===== src/common/psac_defs.vh =====
/*
 timing and key constants for the host controller of the asynchronous
 pseudo-static ram port; assumes a 40 MHz system clock (25 ns period).
*/
`ifndef PSAC_DEFS_VH
`define PSAC_DEFS_VH

// clock period in picoseconds
`define PSAC_CLK_PS 25000
// times in their printed units
`define PSAC_T_RC_NS 70
`define PSAC_T_WP_NS 45
`define PSAC_T_WR_NS 10
`define PSAC_T_CP_NS 12
`define PSAC_T_CHOX_NS 10
`define PSAC_T_C2LP_NS 70
`define PSAC_T_EP_NS 70
`define PSAC_T_EPS_NS 70
`define PSAC_T_EPH_NS 70
`define PSAC_T_EAS_NS 15
`define PSAC_T_AA_NS 65
`define PSAC_T_C2LH_US 50
`define PSAC_T_CHH_US 350
`define PSAC_T_CHHN_US 1
// least times rounded up to whole cycles, never below one
`define PSAC_CYC_NS(t) ((((t) * 1000) + `PSAC_CLK_PS - 1) / `PSAC_CLK_PS)
`define PSAC_CYC_US(t) ((((t) * 1000000) + `PSAC_CLK_PS - 1) / `PSAC_CLK_PS)
`define PSAC_MIN1(c) (((c) < 1) ? 1 : (c))

// power-down key: address bits 16 and 17 select the mode
`define PSAC_KEY_LO_BIT 16
`define PSAC_KEY_HI_BIT 17
`define PSAC_MODE_NAP 2'h0
`define PSAC_MODE_PARTIAL 2'h1
`define PSAC_MODE_SLEEP 2'h3

`endif


===== src/logic/psac_host.v =====
/*
 host controller driving an asynchronous pseudo-static ram port with
 separate strobes: power-up sequence, reads, writes, power-down program,
 power-down entry and exit. assumes a single 40 MHz clock, synchronous
 active-high reset taken as the moment supply became valid, and that the
 memory has no clock of its own.
*/
`timescale 1ns/1ps
`default_nettype none
`include "psac_defs.vh"

module psac_host #(
    parameter ADDR_W = 22,
    parameter DATA_W = 16,
    parameter CNT_W = 24,
    parameter [CNT_W-1:0] PWRUP_LOW_CYC = `PSAC_MIN1(`PSAC_CYC_US(`PSAC_T_C2LH_US)),
    parameter [CNT_W-1:0] SLEEP_EXIT_CYC = `PSAC_MIN1(`PSAC_CYC_US(`PSAC_T_CHH_US)),
    parameter [CNT_W-1:0] OTHER_EXIT_CYC = `PSAC_MIN1(`PSAC_CYC_US(`PSAC_T_CHHN_US))
) (
    input wire clk,
    input wire rst,
    // user side
    input wire req_valid,
    input wire req_write,
    input wire [ADDR_W-1:0] req_addr,
    input wire [DATA_W-1:0] req_wdata,
    input wire [1:0] req_be,
    output reg req_ready,
    output reg rsp_valid,
    output reg [DATA_W-1:0] rsp_rdata,
    input wire pd_enter,
    input wire pd_exit,
    input wire pgm_req,
    input wire [1:0] pgm_mode,
    input wire pgm_top,
    output reg pd_active,
    output reg [1:0] pd_mode,
    output reg init_done,
    // memory side
    output reg [ADDR_W-1:0] mem_addr,
    input wire [DATA_W-1:0] mem_dq_in,
    output reg [DATA_W-1:0] mem_dq_out,
    output reg mem_dq_oe_n,
    output reg chip_select_n,
    output reg output_enable_n,
    output reg write_enable_n,
    output reg lower_byte_enable_n,
    output reg upper_byte_enable_n,
    output reg power_down_ctrl,
    output reg power_program_strobe_n
);

    // cycle counts derived from the printed minimums
    localparam [CNT_W-1:0] RC_CYC = `PSAC_MIN1(`PSAC_CYC_NS(`PSAC_T_RC_NS));
    localparam [CNT_W-1:0] AA_CYC = `PSAC_MIN1(`PSAC_CYC_NS(`PSAC_T_AA_NS)) + 1;
    localparam [CNT_W-1:0] WP_CYC = `PSAC_MIN1(`PSAC_CYC_NS(`PSAC_T_WP_NS));
    localparam [CNT_W-1:0] WR_CYC = `PSAC_MIN1(`PSAC_CYC_NS(`PSAC_T_WR_NS));
    localparam [CNT_W-1:0] CP_CYC = `PSAC_MIN1(`PSAC_CYC_NS(`PSAC_T_CP_NS));
    localparam [CNT_W-1:0] CHOX_CYC = `PSAC_MIN1(`PSAC_CYC_NS(`PSAC_T_CHOX_NS));
    localparam [CNT_W-1:0] C2LP_CYC = `PSAC_MIN1(`PSAC_CYC_NS(`PSAC_T_C2LP_NS));
    localparam [CNT_W-1:0] EP_CYC = `PSAC_MIN1(`PSAC_CYC_NS(`PSAC_T_EP_NS));
    localparam [CNT_W-1:0] EPS_CYC = `PSAC_MIN1(`PSAC_CYC_NS(`PSAC_T_EPS_NS));
    localparam [CNT_W-1:0] EPH_CYC = `PSAC_MIN1(`PSAC_CYC_NS(`PSAC_T_EPH_NS));
    localparam [CNT_W-1:0] EAS_CYC = `PSAC_MIN1(`PSAC_CYC_NS(`PSAC_T_EAS_NS));
    // write cycle: pulse plus recovery, never under the write cycle time
    localparam [CNT_W-1:0] WC_SUM = WP_CYC + WR_CYC;
    localparam [CNT_W-1:0] WREC_CYC = (WC_SUM < RC_CYC) ? (RC_CYC - WP_CYC) : WR_CYC;

    // one-hot states
    localparam [11:0] S_PU_LOW = 12'h001;
    localparam [11:0] S_PU_HOLD = 12'h002;
    localparam [11:0] S_IDLE = 12'h004;
    localparam [11:0] S_RD = 12'h008;
    localparam [11:0] S_WR_PULSE = 12'h010;
    localparam [11:0] S_WR_REC = 12'h020;
    localparam [11:0] S_GAP = 12'h040;
    localparam [11:0] S_PG_SET = 12'h080;
    localparam [11:0] S_PG_PULSE = 12'h100;
    localparam [11:0] S_PG_HOLD = 12'h200;
    localparam [11:0] S_PD_LOW = 12'h400;
    localparam [11:0] S_PD_ON = 12'h800;

    reg [11:0] state_q;
    reg [CNT_W-1:0] cnt_q;
    reg pgm_used_q;
    // read data pipeline; the pins are not on this clock
    reg [DATA_W-1:0] dq_s1_q;
    reg [DATA_W-1:0] dq_s2_q;

    // key address from the requested power-down mode and half
    function [ADDR_W-1:0] key_addr;
        input [1:0] mode;
        input top;
        reg [ADDR_W-1:0] a;
        begin
            a = {ADDR_W{1'b0}};
            a[`PSAC_KEY_LO_BIT] = mode[0];
            a[`PSAC_KEY_HI_BIT] = mode[1];
            if (mode == `PSAC_MODE_PARTIAL) begin
                a[ADDR_W-1:19] = {(ADDR_W-19){top}};
            end
            key_addr = a;
        end
    endfunction

    // read data passes two flip-flops before capture
    always @(posedge clk) begin
        dq_s1_q <= mem_dq_in;
        dq_s2_q <= dq_s1_q;
    end

    // main sequencer
    always @(posedge clk) begin
        if (rst) begin
            state_q <= S_PU_LOW;
            cnt_q <= {CNT_W{1'b0}};
            pgm_used_q <= 1'b0;
            req_ready <= 1'b0;
            rsp_valid <= 1'b0;
            rsp_rdata <= {DATA_W{1'b0}};
            pd_active <= 1'b0;
            pd_mode <= `PSAC_MODE_SLEEP;
            init_done <= 1'b0;
            mem_addr <= {ADDR_W{1'b0}};
            mem_dq_out <= {DATA_W{1'b0}};
            mem_dq_oe_n <= 1'b1;
            chip_select_n <= 1'b1;
            output_enable_n <= 1'b1;
            write_enable_n <= 1'b1;
            lower_byte_enable_n <= 1'b1;
            upper_byte_enable_n <= 1'b1;
            power_down_ctrl <= 1'b0;
            power_program_strobe_n <= 1'b1;
        end else begin
            rsp_valid <= 1'b0;
            req_ready <= 1'b0;
            cnt_q <= cnt_q + 1'b1;
            case (state_q)
                // control held low after supply valid, select high
                S_PU_LOW: begin
                    if (cnt_q >= PWRUP_LOW_CYC - 1'b1) begin
                        power_down_ctrl <= 1'b1;
                        cnt_q <= {CNT_W{1'b0}};
                        state_q <= S_PU_HOLD;
                    end
                end
                // select high after control rises
                S_PU_HOLD: begin
                    if (cnt_q >= SLEEP_EXIT_CYC - 1'b1) begin
                        init_done <= 1'b1;
                        pd_active <= 1'b0;
                        cnt_q <= {CNT_W{1'b0}};
                        state_q <= S_GAP;
                    end
                end
                // accept one command when idle
                S_IDLE: begin
                    cnt_q <= {CNT_W{1'b0}};
                    if (pd_enter) begin
                        power_down_ctrl <= 1'b0;
                        state_q <= S_PD_LOW;
                    end else if (pgm_req && !pgm_used_q) begin
                        mem_addr <= key_addr(pgm_mode, pgm_top);
                        state_q <= S_PG_SET;
                    end else if (req_valid && req_be != 2'h0) begin
                        req_ready <= 1'b1;
                        pgm_used_q <= 1'b1;
                        mem_addr <= req_addr;
                        lower_byte_enable_n <= ~req_be[0];
                        upper_byte_enable_n <= ~req_be[1];
                        chip_select_n <= 1'b0;
                        if (req_write) begin
                            // select and write strobe fall together with
                            // output enable high: no read is begun
                            write_enable_n <= 1'b0;
                            mem_dq_out <= req_wdata;
                            mem_dq_oe_n <= 1'b0;
                            state_q <= S_WR_PULSE;
                        end else begin
                            output_enable_n <= 1'b0;
                            state_q <= S_RD;
                        end
                    end
                end
                // full read cycle, data captured after access plus sync
                S_RD: begin
                    if (cnt_q >= RC_CYC + 2'd2 - 1'b1 &&
                        cnt_q >= AA_CYC + 2'd2 - 1'b1) begin
                        rsp_rdata <= dq_s2_q;
                        rsp_valid <= 1'b1;
                        chip_select_n <= 1'b1;
                        output_enable_n <= 1'b1;
                        lower_byte_enable_n <= 1'b1;
                        upper_byte_enable_n <= 1'b1;
                        cnt_q <= {CNT_W{1'b0}};
                        state_q <= S_GAP;
                    end
                end
                // write pulse, select and strobe low together
                S_WR_PULSE: begin
                    if (cnt_q >= WP_CYC - 1'b1) begin
                        write_enable_n <= 1'b1;
                        chip_select_n <= 1'b1;
                        cnt_q <= {CNT_W{1'b0}};
                        state_q <= S_WR_REC;
                    end
                end
                // recovery stretched to fill the cycle time
                S_WR_REC: begin
                    if (cnt_q >= WREC_CYC - 1'b1) begin
                        mem_dq_oe_n <= 1'b1;
                        lower_byte_enable_n <= 1'b1;
                        upper_byte_enable_n <= 1'b1;
                        rsp_valid <= 1'b1;
                        cnt_q <= {CNT_W{1'b0}};
                        state_q <= S_GAP;
                    end
                end
                // select-high gap before the next access or standby
                S_GAP: begin
                    if (cnt_q >= CP_CYC - 1'b1 && cnt_q >= CHOX_CYC - 1'b1) begin
                        state_q <= S_IDLE;
                    end
                end
                // select high before program strobe, key set up
                S_PG_SET: begin
                    if (cnt_q >= EPS_CYC - 1'b1) begin
                        power_program_strobe_n <= 1'b0;
                        cnt_q <= {CNT_W{1'b0}};
                        state_q <= S_PG_PULSE;
                    end
                end
                // program strobe low, key stable well beyond setup
                S_PG_PULSE: begin
                    if (cnt_q >= EP_CYC - 1'b1 && cnt_q >= EAS_CYC - 1'b1) begin
                        power_program_strobe_n <= 1'b1;
                        pgm_used_q <= 1'b1;
                        pd_mode <= pgm_mode;
                        cnt_q <= {CNT_W{1'b0}};
                        state_q <= S_PG_HOLD;
                    end
                end
                // select stays high after the strobe rises
                S_PG_HOLD: begin
                    if (cnt_q >= EPH_CYC - 1'b1) begin
                        state_q <= S_IDLE;
                    end
                end
                // control low for the least entry hold
                S_PD_LOW: begin
                    if (cnt_q >= C2LP_CYC - 1'b1) begin
                        pd_active <= 1'b1;
                        state_q <= S_PD_ON;
                    end
                end
                // stay down until exit asked, then wait per mode
                S_PD_ON: begin
                    cnt_q <= {CNT_W{1'b0}};
                    if (pd_exit) begin
                        power_down_ctrl <= 1'b1;
                        init_done <= 1'b0;
                        // the hold reuses the start-up wait: sleep runs it in
                        // full, other modes start it part way so only the
                        // short hold remains before the gap
                        if (pd_mode == `PSAC_MODE_SLEEP) begin
                            cnt_q <= {CNT_W{1'b0}};
                        end else begin
                            cnt_q <= SLEEP_EXIT_CYC - OTHER_EXIT_CYC;
                        end
                        state_q <= S_PU_HOLD;
                    end
                end
                default: begin
                    state_q <= S_PU_LOW;
                end
            endcase
        end
    end

endmodule // psac_host

`default_nettype wire


===== config.mk =====
export PLATFORM = sky130hd
export DESIGN_NAME = psac_host
export DESIGN_NICKNAME = d
export VERILOG_FILES = /design/src/logic/psac_host.v
export VERILOG_INCLUDE_DIRS = /design/src /design/src/common
export SDC_FILE = /design/constraint.sdc
export NUM_CORES = 1
export LEC_CHECK = 0
export BUFFER_PORTS_ARGS = -buffer_cell sky130_fd_sc_hd__clkbuf_2
export CORE_ASPECT_RATIO = 1.5
export CORE_MARGIN = 2
export CORE_UTILIZATION = 55
export CTS_BUF_LIST = sky130_fd_sc_hd__clkbuf_8
export DETAILED_ROUTE_END_ITERATION = 8
export PLACE_DENSITY = 0.93
export SYNTH_ARGS = -nofsm -noshare
export SYNTH_HDL_FRONTEND = slang
export SYNTH_SLANG_ARGS = --single-unit

===== constraint.sdc =====
create_clock -name clk -period 3.97 [get_ports clk]
set_input_delay 0.794 -clock clk [delete_from_list [all_inputs] [get_ports clk]]
set_output_delay 0.794 -clock clk [all_outputs]
set_load 0.005 [all_outputs]

==> results of run 1 <==
==> final timing paths <==
kind                    from    endpoint  slack [ns]  cells after the start
hold / removal    dq_s1_q[1]  dq_s2_q[1]        0.33                      0
setup reg to reg  state_q[5]    cnt_q[3]        0.91                      7
setup / recovery  state_q[5]    cnt_q[3]        0.91                      7
hold reg to reg   dq_s1_q[1]  dq_s2_q[1]        0.33                      0
==> routing by layer <==
metal  GRT usage (%)  share of wire (%)
met2            51.9                 54
met1            29.0                 34
met4            17.5                5.5
met3            6.86                6.6
met5               0                  0
==> cells by family after synthesis <==
family / count (synthesis)
compound gates: 111
fa+ha+maj: 4
xor+xnor: 23
flops: 137
mux: 16
simple gates: 248
buf+inv: 44
==> critical path, delay by kind of cell (launching register included) <==
| kind | cells | cell delay (ns) |
|---|---|---|
| buffers and inverters | 1 | 0.24 |
| and+or+nand+nor | 3 | 1.45 |
| DFF | 1 | 0.40 |
| AOI/OAI and AO/OA | 3 | 0.87 |
==> cell type report <==
type	count	area, um2	share of cell area [%]
clock buffers	17	234	3.57
clock inverters	15	184	2.81
inverters	9	33.8	0.516
multi-input cells	402	2480	37.8
flip-flops and latches	137	2740	41.9
well taps	115	144	2.20
repair buffers	142	733	11.2
==> registers in the layout, summed over array words and instances (netlist names), 2 cells and up <==
register,flops
cnt_q,24
mem_addr,22
dq_s1_q,16
dq_s2_q,16
mem_dq_out,16
rsp_rdata,16
state_q,12
pd_mode,2
==> where the power goes <==
| group | internal, mW | switching (mW) |
|---|---|---|
| Clock | 0.585 | 0.610 |
| Combinational | 0.0552 | 0.0969 |
| Sequential | 1.40 | 0.0147 |
==> through the flow <==
step	setup WS [ns]	hold WS [ns]	utilization (%)	std cells	instance area (um2)
2_1_floorplan	1.66	0.310	-	583	5410
3_3_place_gp	1.09	0.310	63.6	805	6130
3_5_place_dp	0.981	0.312	63.6	805	6130
4_1_cts	0.972	0.332	68.0	837	6550
5_1_grt	0.687	0.339	68.0	837	6550
6_report	0.912	0.330	68.0	837	6550
==> cell usage in the layout, fill, tap and decap left out, types with 5 or more instances in the layout <==
| cell | Yosys | routed |
|---|---|---|
| nand4_1 | 26 | 26 |
| inv_6 | 0 | 5 |
| inv_1 | 9 | 9 |
| nor2_1 | 63 | 63 |
| nand2b_1 | 5 | 5 |
| nand3_1 | 36 | 36 |
| o21ai_0 | 9 | 8 |
| a31oi_1 | 6 | 6 |
| and3_1 | 10 | 10 |
| clkbuf_2 | 0 | 133 |
| a211oi_1 | 7 | 6 |
| nor3_1 | 16 | 16 |
| mux2i_1 | 16 | 16 |
| o31ai_1 | 18 | 18 |
| nand2_1 | 52 | 52 |
| nor4_1 | 8 | 8 |
| dfxtp_1 | 137 | 137 |
| a21oi_1 | 43 | 43 |
| xor2_1 | 12 | 12 |
| clkbuf_8 | 0 | 17 |
| xnor2_1 | 11 | 11 |
| buf_4 | 4 | 9 |
==> results.md, run 1 <==
- Largest net degree at the start of global routing: 36
- Post-Syn Area: about 5400 um2
- Wirelength per Cell: 18.1 um
- Floorplan die area: 10700 um2
- Layout cells sized above 1: 28.0%
- PwrDens: roughly 420 nW/um2
- Vias: a little over 5k
- Slew HR: about 37%
- # IOs: ~130
- Core area: approximately 9600 um2
- Synth cell types: 63
- Critical path peak fanout: 24
- CP Class: flip-flop to flip-flop
- PostCTS Resize Cnt: 0
- Compound-gate portion of the synthesized area: between 10% and 20%
- Post-synth EDFFs: 0
- Mean area per synthesized cell: a little over 9 um2
- Hold Violations, Final: 0
- Root Buffer: clkbuf_8
- Filler instances: just under 700
- I/O Buffers: ~130
- Starting Density: 56.2%
- Final period util: between 70% and 80%
- Asr flop ratio synth: 0%
- Total negative setup slack: 0 ns
- Post-synth top area share: just over 50%
- Syn_nets: 653
- Postcts setup bufs: 0
- Simple-Gate Fraction of Synth Area: 24.3%
- Routability cong.: approximately 0.90
- Initial drt markers: between 300 and 400
- Count leader, synth: dfxtp_1
- Setup violators final: 0
- Synth top cells by count: 137 x dfxtp_1, 63 x nor2_1, 52 x nand2_1, 43 x a21oi_1, 36 x nand3_1
- CP max-delay cell: nor3_1
- Critical Path Max Stage Delay: roughly 0.66 ns
- First-pass GRT wire length: 24.4 mm
- # DRC: 0
- Leakage power: between 2 and 3 nW
- Worst Tran Pin Value: 0.932 ns
- Diode count: 0
- Detailed Route WL: 15.2 mm
- Xor and xnor area share after synthesis: ~3.7%
- Global Route Usage Sum: between 20% and 30%
- Arrival @ worst endpoint: 3.42 ns
- Area delta synth->final: 20.9%
- Final net count: roughly 780
- Synth area leaders: dfxtp_1 51%, nor2_1 4.4%, a21oi_1 4.0%
- Worst-Skew Late Latency: between 0.4 and 0.5 ns
- Via density: just over 6
- H-tree depth: 4
- Gr ovfl total: 0
- Seq cells post-synth: 137
- Post-Synthesis Cells: roughly 580
- Max cap viols: 0
- # clock sinks: ~140
- Post-DP HPWL: between 10 and 15 mm
- Area share of fa/ha/maj cells after synthesis: less than 1%
- Portion of netlist area occupied by mux cells: 2.96%
- Slew Viols, Final: 0
- Status: complete, no violations
- Synth warn: 0
- Row count: between 40 and 50
- Crit path cell chain: nor4_4 -> nand4_1 -> nor3_1 -> a211o_2 -> o31ai_4 -> buf_4 -> o31ai_1
- Clk buf depth: 2
- Crit end category: flip-flop
- CP required: 4.33 ns
- Skew final: 0.0112 ns
- Post-cts hold buffer count: 0
- Die W: 85.0 um
- Worst VDD drop: 0.343 mV
- Crit path time final: a little over 3 ns
- Clock Pin Slew Worst Setup and Hold Paths: about 0.080 ns
- Total iterations of the first detailed-routing run: 7
- Routed Antenna Nets: 0
- Initial antenna violation count: 0
- CTS buffer count: 17
- Fmax: around 330 MHz
- HP Class: flip-flop to flip-flop
- Startpoint Class: flip-flop
- Vias in the first global route: a little over 5k
- Sequential area share after synthesis: 50.7%
- Largest family of logic cells by synthesized area: simple AND/OR/NAND/NOR gates
- Final Power: about 2.8 mW
- CTS tree: built
- Ys flop type: dfxtp_1
- Unrepaired setup endpoints after global routing: no
- Vert. Die Dim: about 130 um
- Area leader, netlist: dfxtp_1
Note: power is estimated with default switching activity, not from simulation.
==> inputs of run 2 (changes only) <==
- ABC_AREA: default -> 1
- PLACE_DENSITY: 0.93 -> 0.92
- clock period: 3.97 -> 2.86 ns (I/O delays scaled with it)
==> run 2 against run 1 <==
  * Critical path depth increased by 3
  * Die area increased by 11%
  * Design area increased by 9.9%
  * Combinational power grew to 10 times the previous value
  * Routed wire length rose by 4.4%
  * Power is 89% higher
  * First-iteration DRC count down 21%
  * Register-to-register slack lost 0.20 ns
  * Largest cell class is now multi-input gates
  * Largest power group unchanged
==> results.md, run 2 <==
- Die W: 89.5 um (was 85.0 um)
- Slew HR: 52.0% (was 37.3%)
- Sequential area share after synthesis: 45.4% (was 50.7%)
- Setup violators final: 0 (unchanged)
- Wirelength per Cell: 14.9 um (was 18.1 um)
- # IOs: 134 (unchanged)
- Leakage power: 3.31 nW (was 2.82 nW)
- Net switching power: 1.91 mW (was 0.721 mW)
- Root Buffer: clkbuf_8 (unchanged)
- Seq pwr share: 40.1% (was 51.2%)
- Area delta synth->final: 19.2% (was 20.9%)
- Switching fraction of total power: 36.7% (was 26.1%)
- Buf/Inv on CP: 2 (was 1)
- Slew Viols, Final: 0 (unchanged)
- CP max-delay cell: dfxtp_1 (was nor3_1)
- Vias in the first global route: 5759 (was 5116)
- Post-cts hold buffer count: 0 (unchanged)
- Gr ovfl total: 0 (unchanged)
- Final net count: 975 (was 779)
- Clock Pin Slew Worst Setup and Hold Paths: 0.08 ns (about the same)
- Critical Path Max Stage Delay: 0.41 ns (was 0.66 ns)
- Floorplan die area: 11800 um2 (was 10700 um2)
- Postcts setup bufs: 0 (unchanged)
- Clock power frac: 30.5% (was 43.3%)
- Post-synth top area share: 45.4% (was 50.7%)
- CTS tree: built (unchanged)
- Crit path time final: 2.15 ns (was 3.06 ns)
- Skew final: 0.0140 ns (was 0.0112 ns)
- Ys flop type: dfxtp_1 (unchanged)
- Most frequent CP cell: nand2_2
- Number of flip-flops in the largest register: 24 (unchanged)
- CTS buffer count: 17 (unchanged)
- Unrepaired setup endpoints after global routing: no (unchanged)
- Total iterations of the first detailed-routing run: 5 (was 7)
- I/O Buffers: 133 (unchanged)
- Post-DP HPWL: 11.5 mm (was 10.7 mm)
- Count leader, synth: dfxtp_1 (unchanged)
- Mean area per synthesized cell: 7.83 um2 (was 9.29 um2)
- Initial antenna violation count: 0 (unchanged)
- CP Class: flip-flop to flip-flop (unchanged)
- Detailed Route WL: 15.8 mm (was 15.2 mm)
- Arrival @ worst endpoint: 2.47 ns (was 3.42 ns)
- Vias: 5653 (was 5133)
- First-pass GRT wire length: 25.9 mm (was 24.4 mm)
- Crit end category: flip-flop (unchanged)
- Post-Synthesis Cells: 771 (was 583)
- HP Class: input pin to flip-flop (was flip-flop to flip-flop)
- Diode count: 0 (unchanged)
- Syn_nets: 841 (was 653)
- Synth warn: 0 (unchanged)
- Placed Area: 6800 um2 (was 6130 um2)
- Routability cong.: 0.918 (was 0.903)
- Vert. Die Dim: 132 um (was 126 um)
- Fmax: 466 MHz (was 327 MHz)
- CP required: 3.18 ns (was 4.33 ns)
- Worst-Skew Late Latency: 0.44 ns (was 0.45 ns)
- Crit path cell chain: nor2_4 -> nand2_2 -> inv_2 -> nand3_2 -> nor2_4 -> nand2_2 -> nand2_2 -> inv_1 -> nor2_1 -> nor2_1 (was nor4_4 -> nand4_1 -> nor3_1 -> a211o_2 -> o31ai_4 -> buf_4 -> o31ai_1)
- Largest net degree at the start of global routing: 45 (was 36)
- Synth cell types: 43 (was 63)
- Max cap viols: 0 (unchanged)
- Starting Density: 56.7% (was 56.2%)
- Final instance area: 7190 um2 (was 6550 um2)
- Most flops, register: cnt_q (unchanged)
- Layout cells sized above 1: 26.5% (was 28.0%)
- PostCTS Resize Cnt: 0 (unchanged)
- Initial drt markers: 274 (was 348)
- Final Power: 5.21 mW (was 2.76 mW)
- Startpoint Class: flip-flop (unchanged)
- Critical path peak fanout: 19 (was 24)
- Total negative setup slack: 0 ns (unchanged)
- Post-synth EDFFs: 0 (unchanged)
- Hold Violations, Final: 0 (unchanged)
- Status: complete, no violations (unchanged)
- Synth top cells by count: 137 x dfxtp_1, 120 x nor2_1, 108 x nand2_1, 85 x inv_1, 51 x nand3_1 (was 137 x dfxtp_1, 63 x nor2_1, 52 x nand2_1, 43 x a21oi_1, 36 x nand3_1)
- # DRC: 0 (unchanged)
- Via density: 5.32 (was 6.13)
- Delay-heaviest family, CP: simple AND/OR/NAND/NOR gates (unchanged)
- Combinational share of power: 29.4% (was 5.5%)
- H-tree depth: 4 (unchanged)
- Asr flop ratio synth: 0% (unchanged)
- Seq cells post-synth: 137 (unchanged)
- Area leader, netlist: dfxtp_1 (unchanged)
- Worst VDD drop: 0.725 mV (was 0.343 mV)
- Post-Syn Area: 6040 um2 (was 5410 um2)
- Routed Antenna Nets: 0 (unchanged)
- PwrDens: 724 nW/um2 (was 421 nW/um2)
- Core area: 10600 um2 (was 9630 um2)
- Largest registers: cnt_q (24), mem_addr (22) (unchanged)
- # clock sinks: 137 (unchanged)
- Worst Tran Pin Value: 0.718 ns (was 0.932 ns)
- Global Route Usage Sum: 27.8% (was 28.7%)
- Most frequent cells in the layout: 137 x dfxtp_1, 133 x clkbuf_2, 120 x nor2_1 (was 137 x dfxtp_1, 133 x clkbuf_2, 63 x nor2_1)
- Synth area leaders: dfxtp_1 45%, nor2_1 7.5%, nand2_1 6.7% (was dfxtp_1 51%, nor2_1 4.4%, a21oi_1 4.0%)
- Final period util: 75.0% (was 77.0%)
- Commonest non-fill, non-tap cell in the layout: dfxtp_1 (unchanged)
- Row count: 46 (was 44)
- Pint: 3.30 mW (was 2.04 mW)
- Clk buf depth: 2 (unchanged)
-- run 2: cell types whose count changed in the layout (fill, tap and decap cells not counted), sizes merged, moves of 12 or more --
cell   previous run  this run
nand2            52       126
nand3            37        56
nand4            27        15
nor2             63       155
inv              17       101
o21ai            15        47
nor3             16        28
o31ai            19         0
mux2i            16         0
-- run 2: cell families (layout without fill, tap and decap cells) --
| group | after synthesis | count (layout) | synth area share, % |
|---|---|---|---|
| buffers and inverters | 119 | 266 | 8.00 |
| adders and majority gates | 4 | 4 | 0.829 |
| AOI/OAI and AO/OA | 107 | 107 | 10.1 |
| and+or+nand+nor | 390 | 390 | 33.6 |
| DFF | 137 | 137 | 45.4 |
| xor gates and xnor gates | 14 | 14 | 2.03 |
-- run 2: through the flow --
stage,setup slack (ns),util (%),cells,hold WS [ns]
after detailed placement,0.797,63.8,1030,0.314
after global routing,0.528,67.6,1062,0.219
after global placement,0.841,63.8,1030,0.310
after floorplan,1.11,-,771,0.310
after CTS,0.724,67.6,1062,0.226
final,0.714,67.6,1062,0.233
-- run 2: final cells by class --
cell class / instances / area (um2)
clock buffer: 18 / 248
clock inverter: 14 / 148
fill: 876 / 3450
inverter: 96 / 360
multi-input combinational: 515 / 2810
sequential: 137 / 2740
tap: 144 / 180
timing repair buffer: 138 / 703
-- run 2: worst paths after layout --
kind                     start            to  slack [ns]  depth (start not counted)
hold / removal    mem_dq_in[6]    dq_s1_q[6]        0.23                          1
setup reg to reg      cnt_q[4]  rsp_rdata[2]        0.71                         10
hold reg to reg     dq_s1_q[2]    dq_s2_q[2]        0.33                          0
setup / recovery      cnt_q[4]  rsp_rdata[2]        0.71                         10
-- run 2: metal layers --
metal	track usage [%]	share of wire, %
met4	13.2	4.4
met3	7.08	5.5
met5	0	0
met2	50.7	55
met1	28.1	35
-- run 2: power groups by stage --
stage	clock [mW]	sequential, mW	combinational, mW
finish	1.59	2.09	1.53
floorplan	0	2.12	1.22
detailed placement	0	2.13	1.50
global placement	0	2.12	1.45
CTS	1.59	2.09	1.52
global route	1.67	2.10	1.70
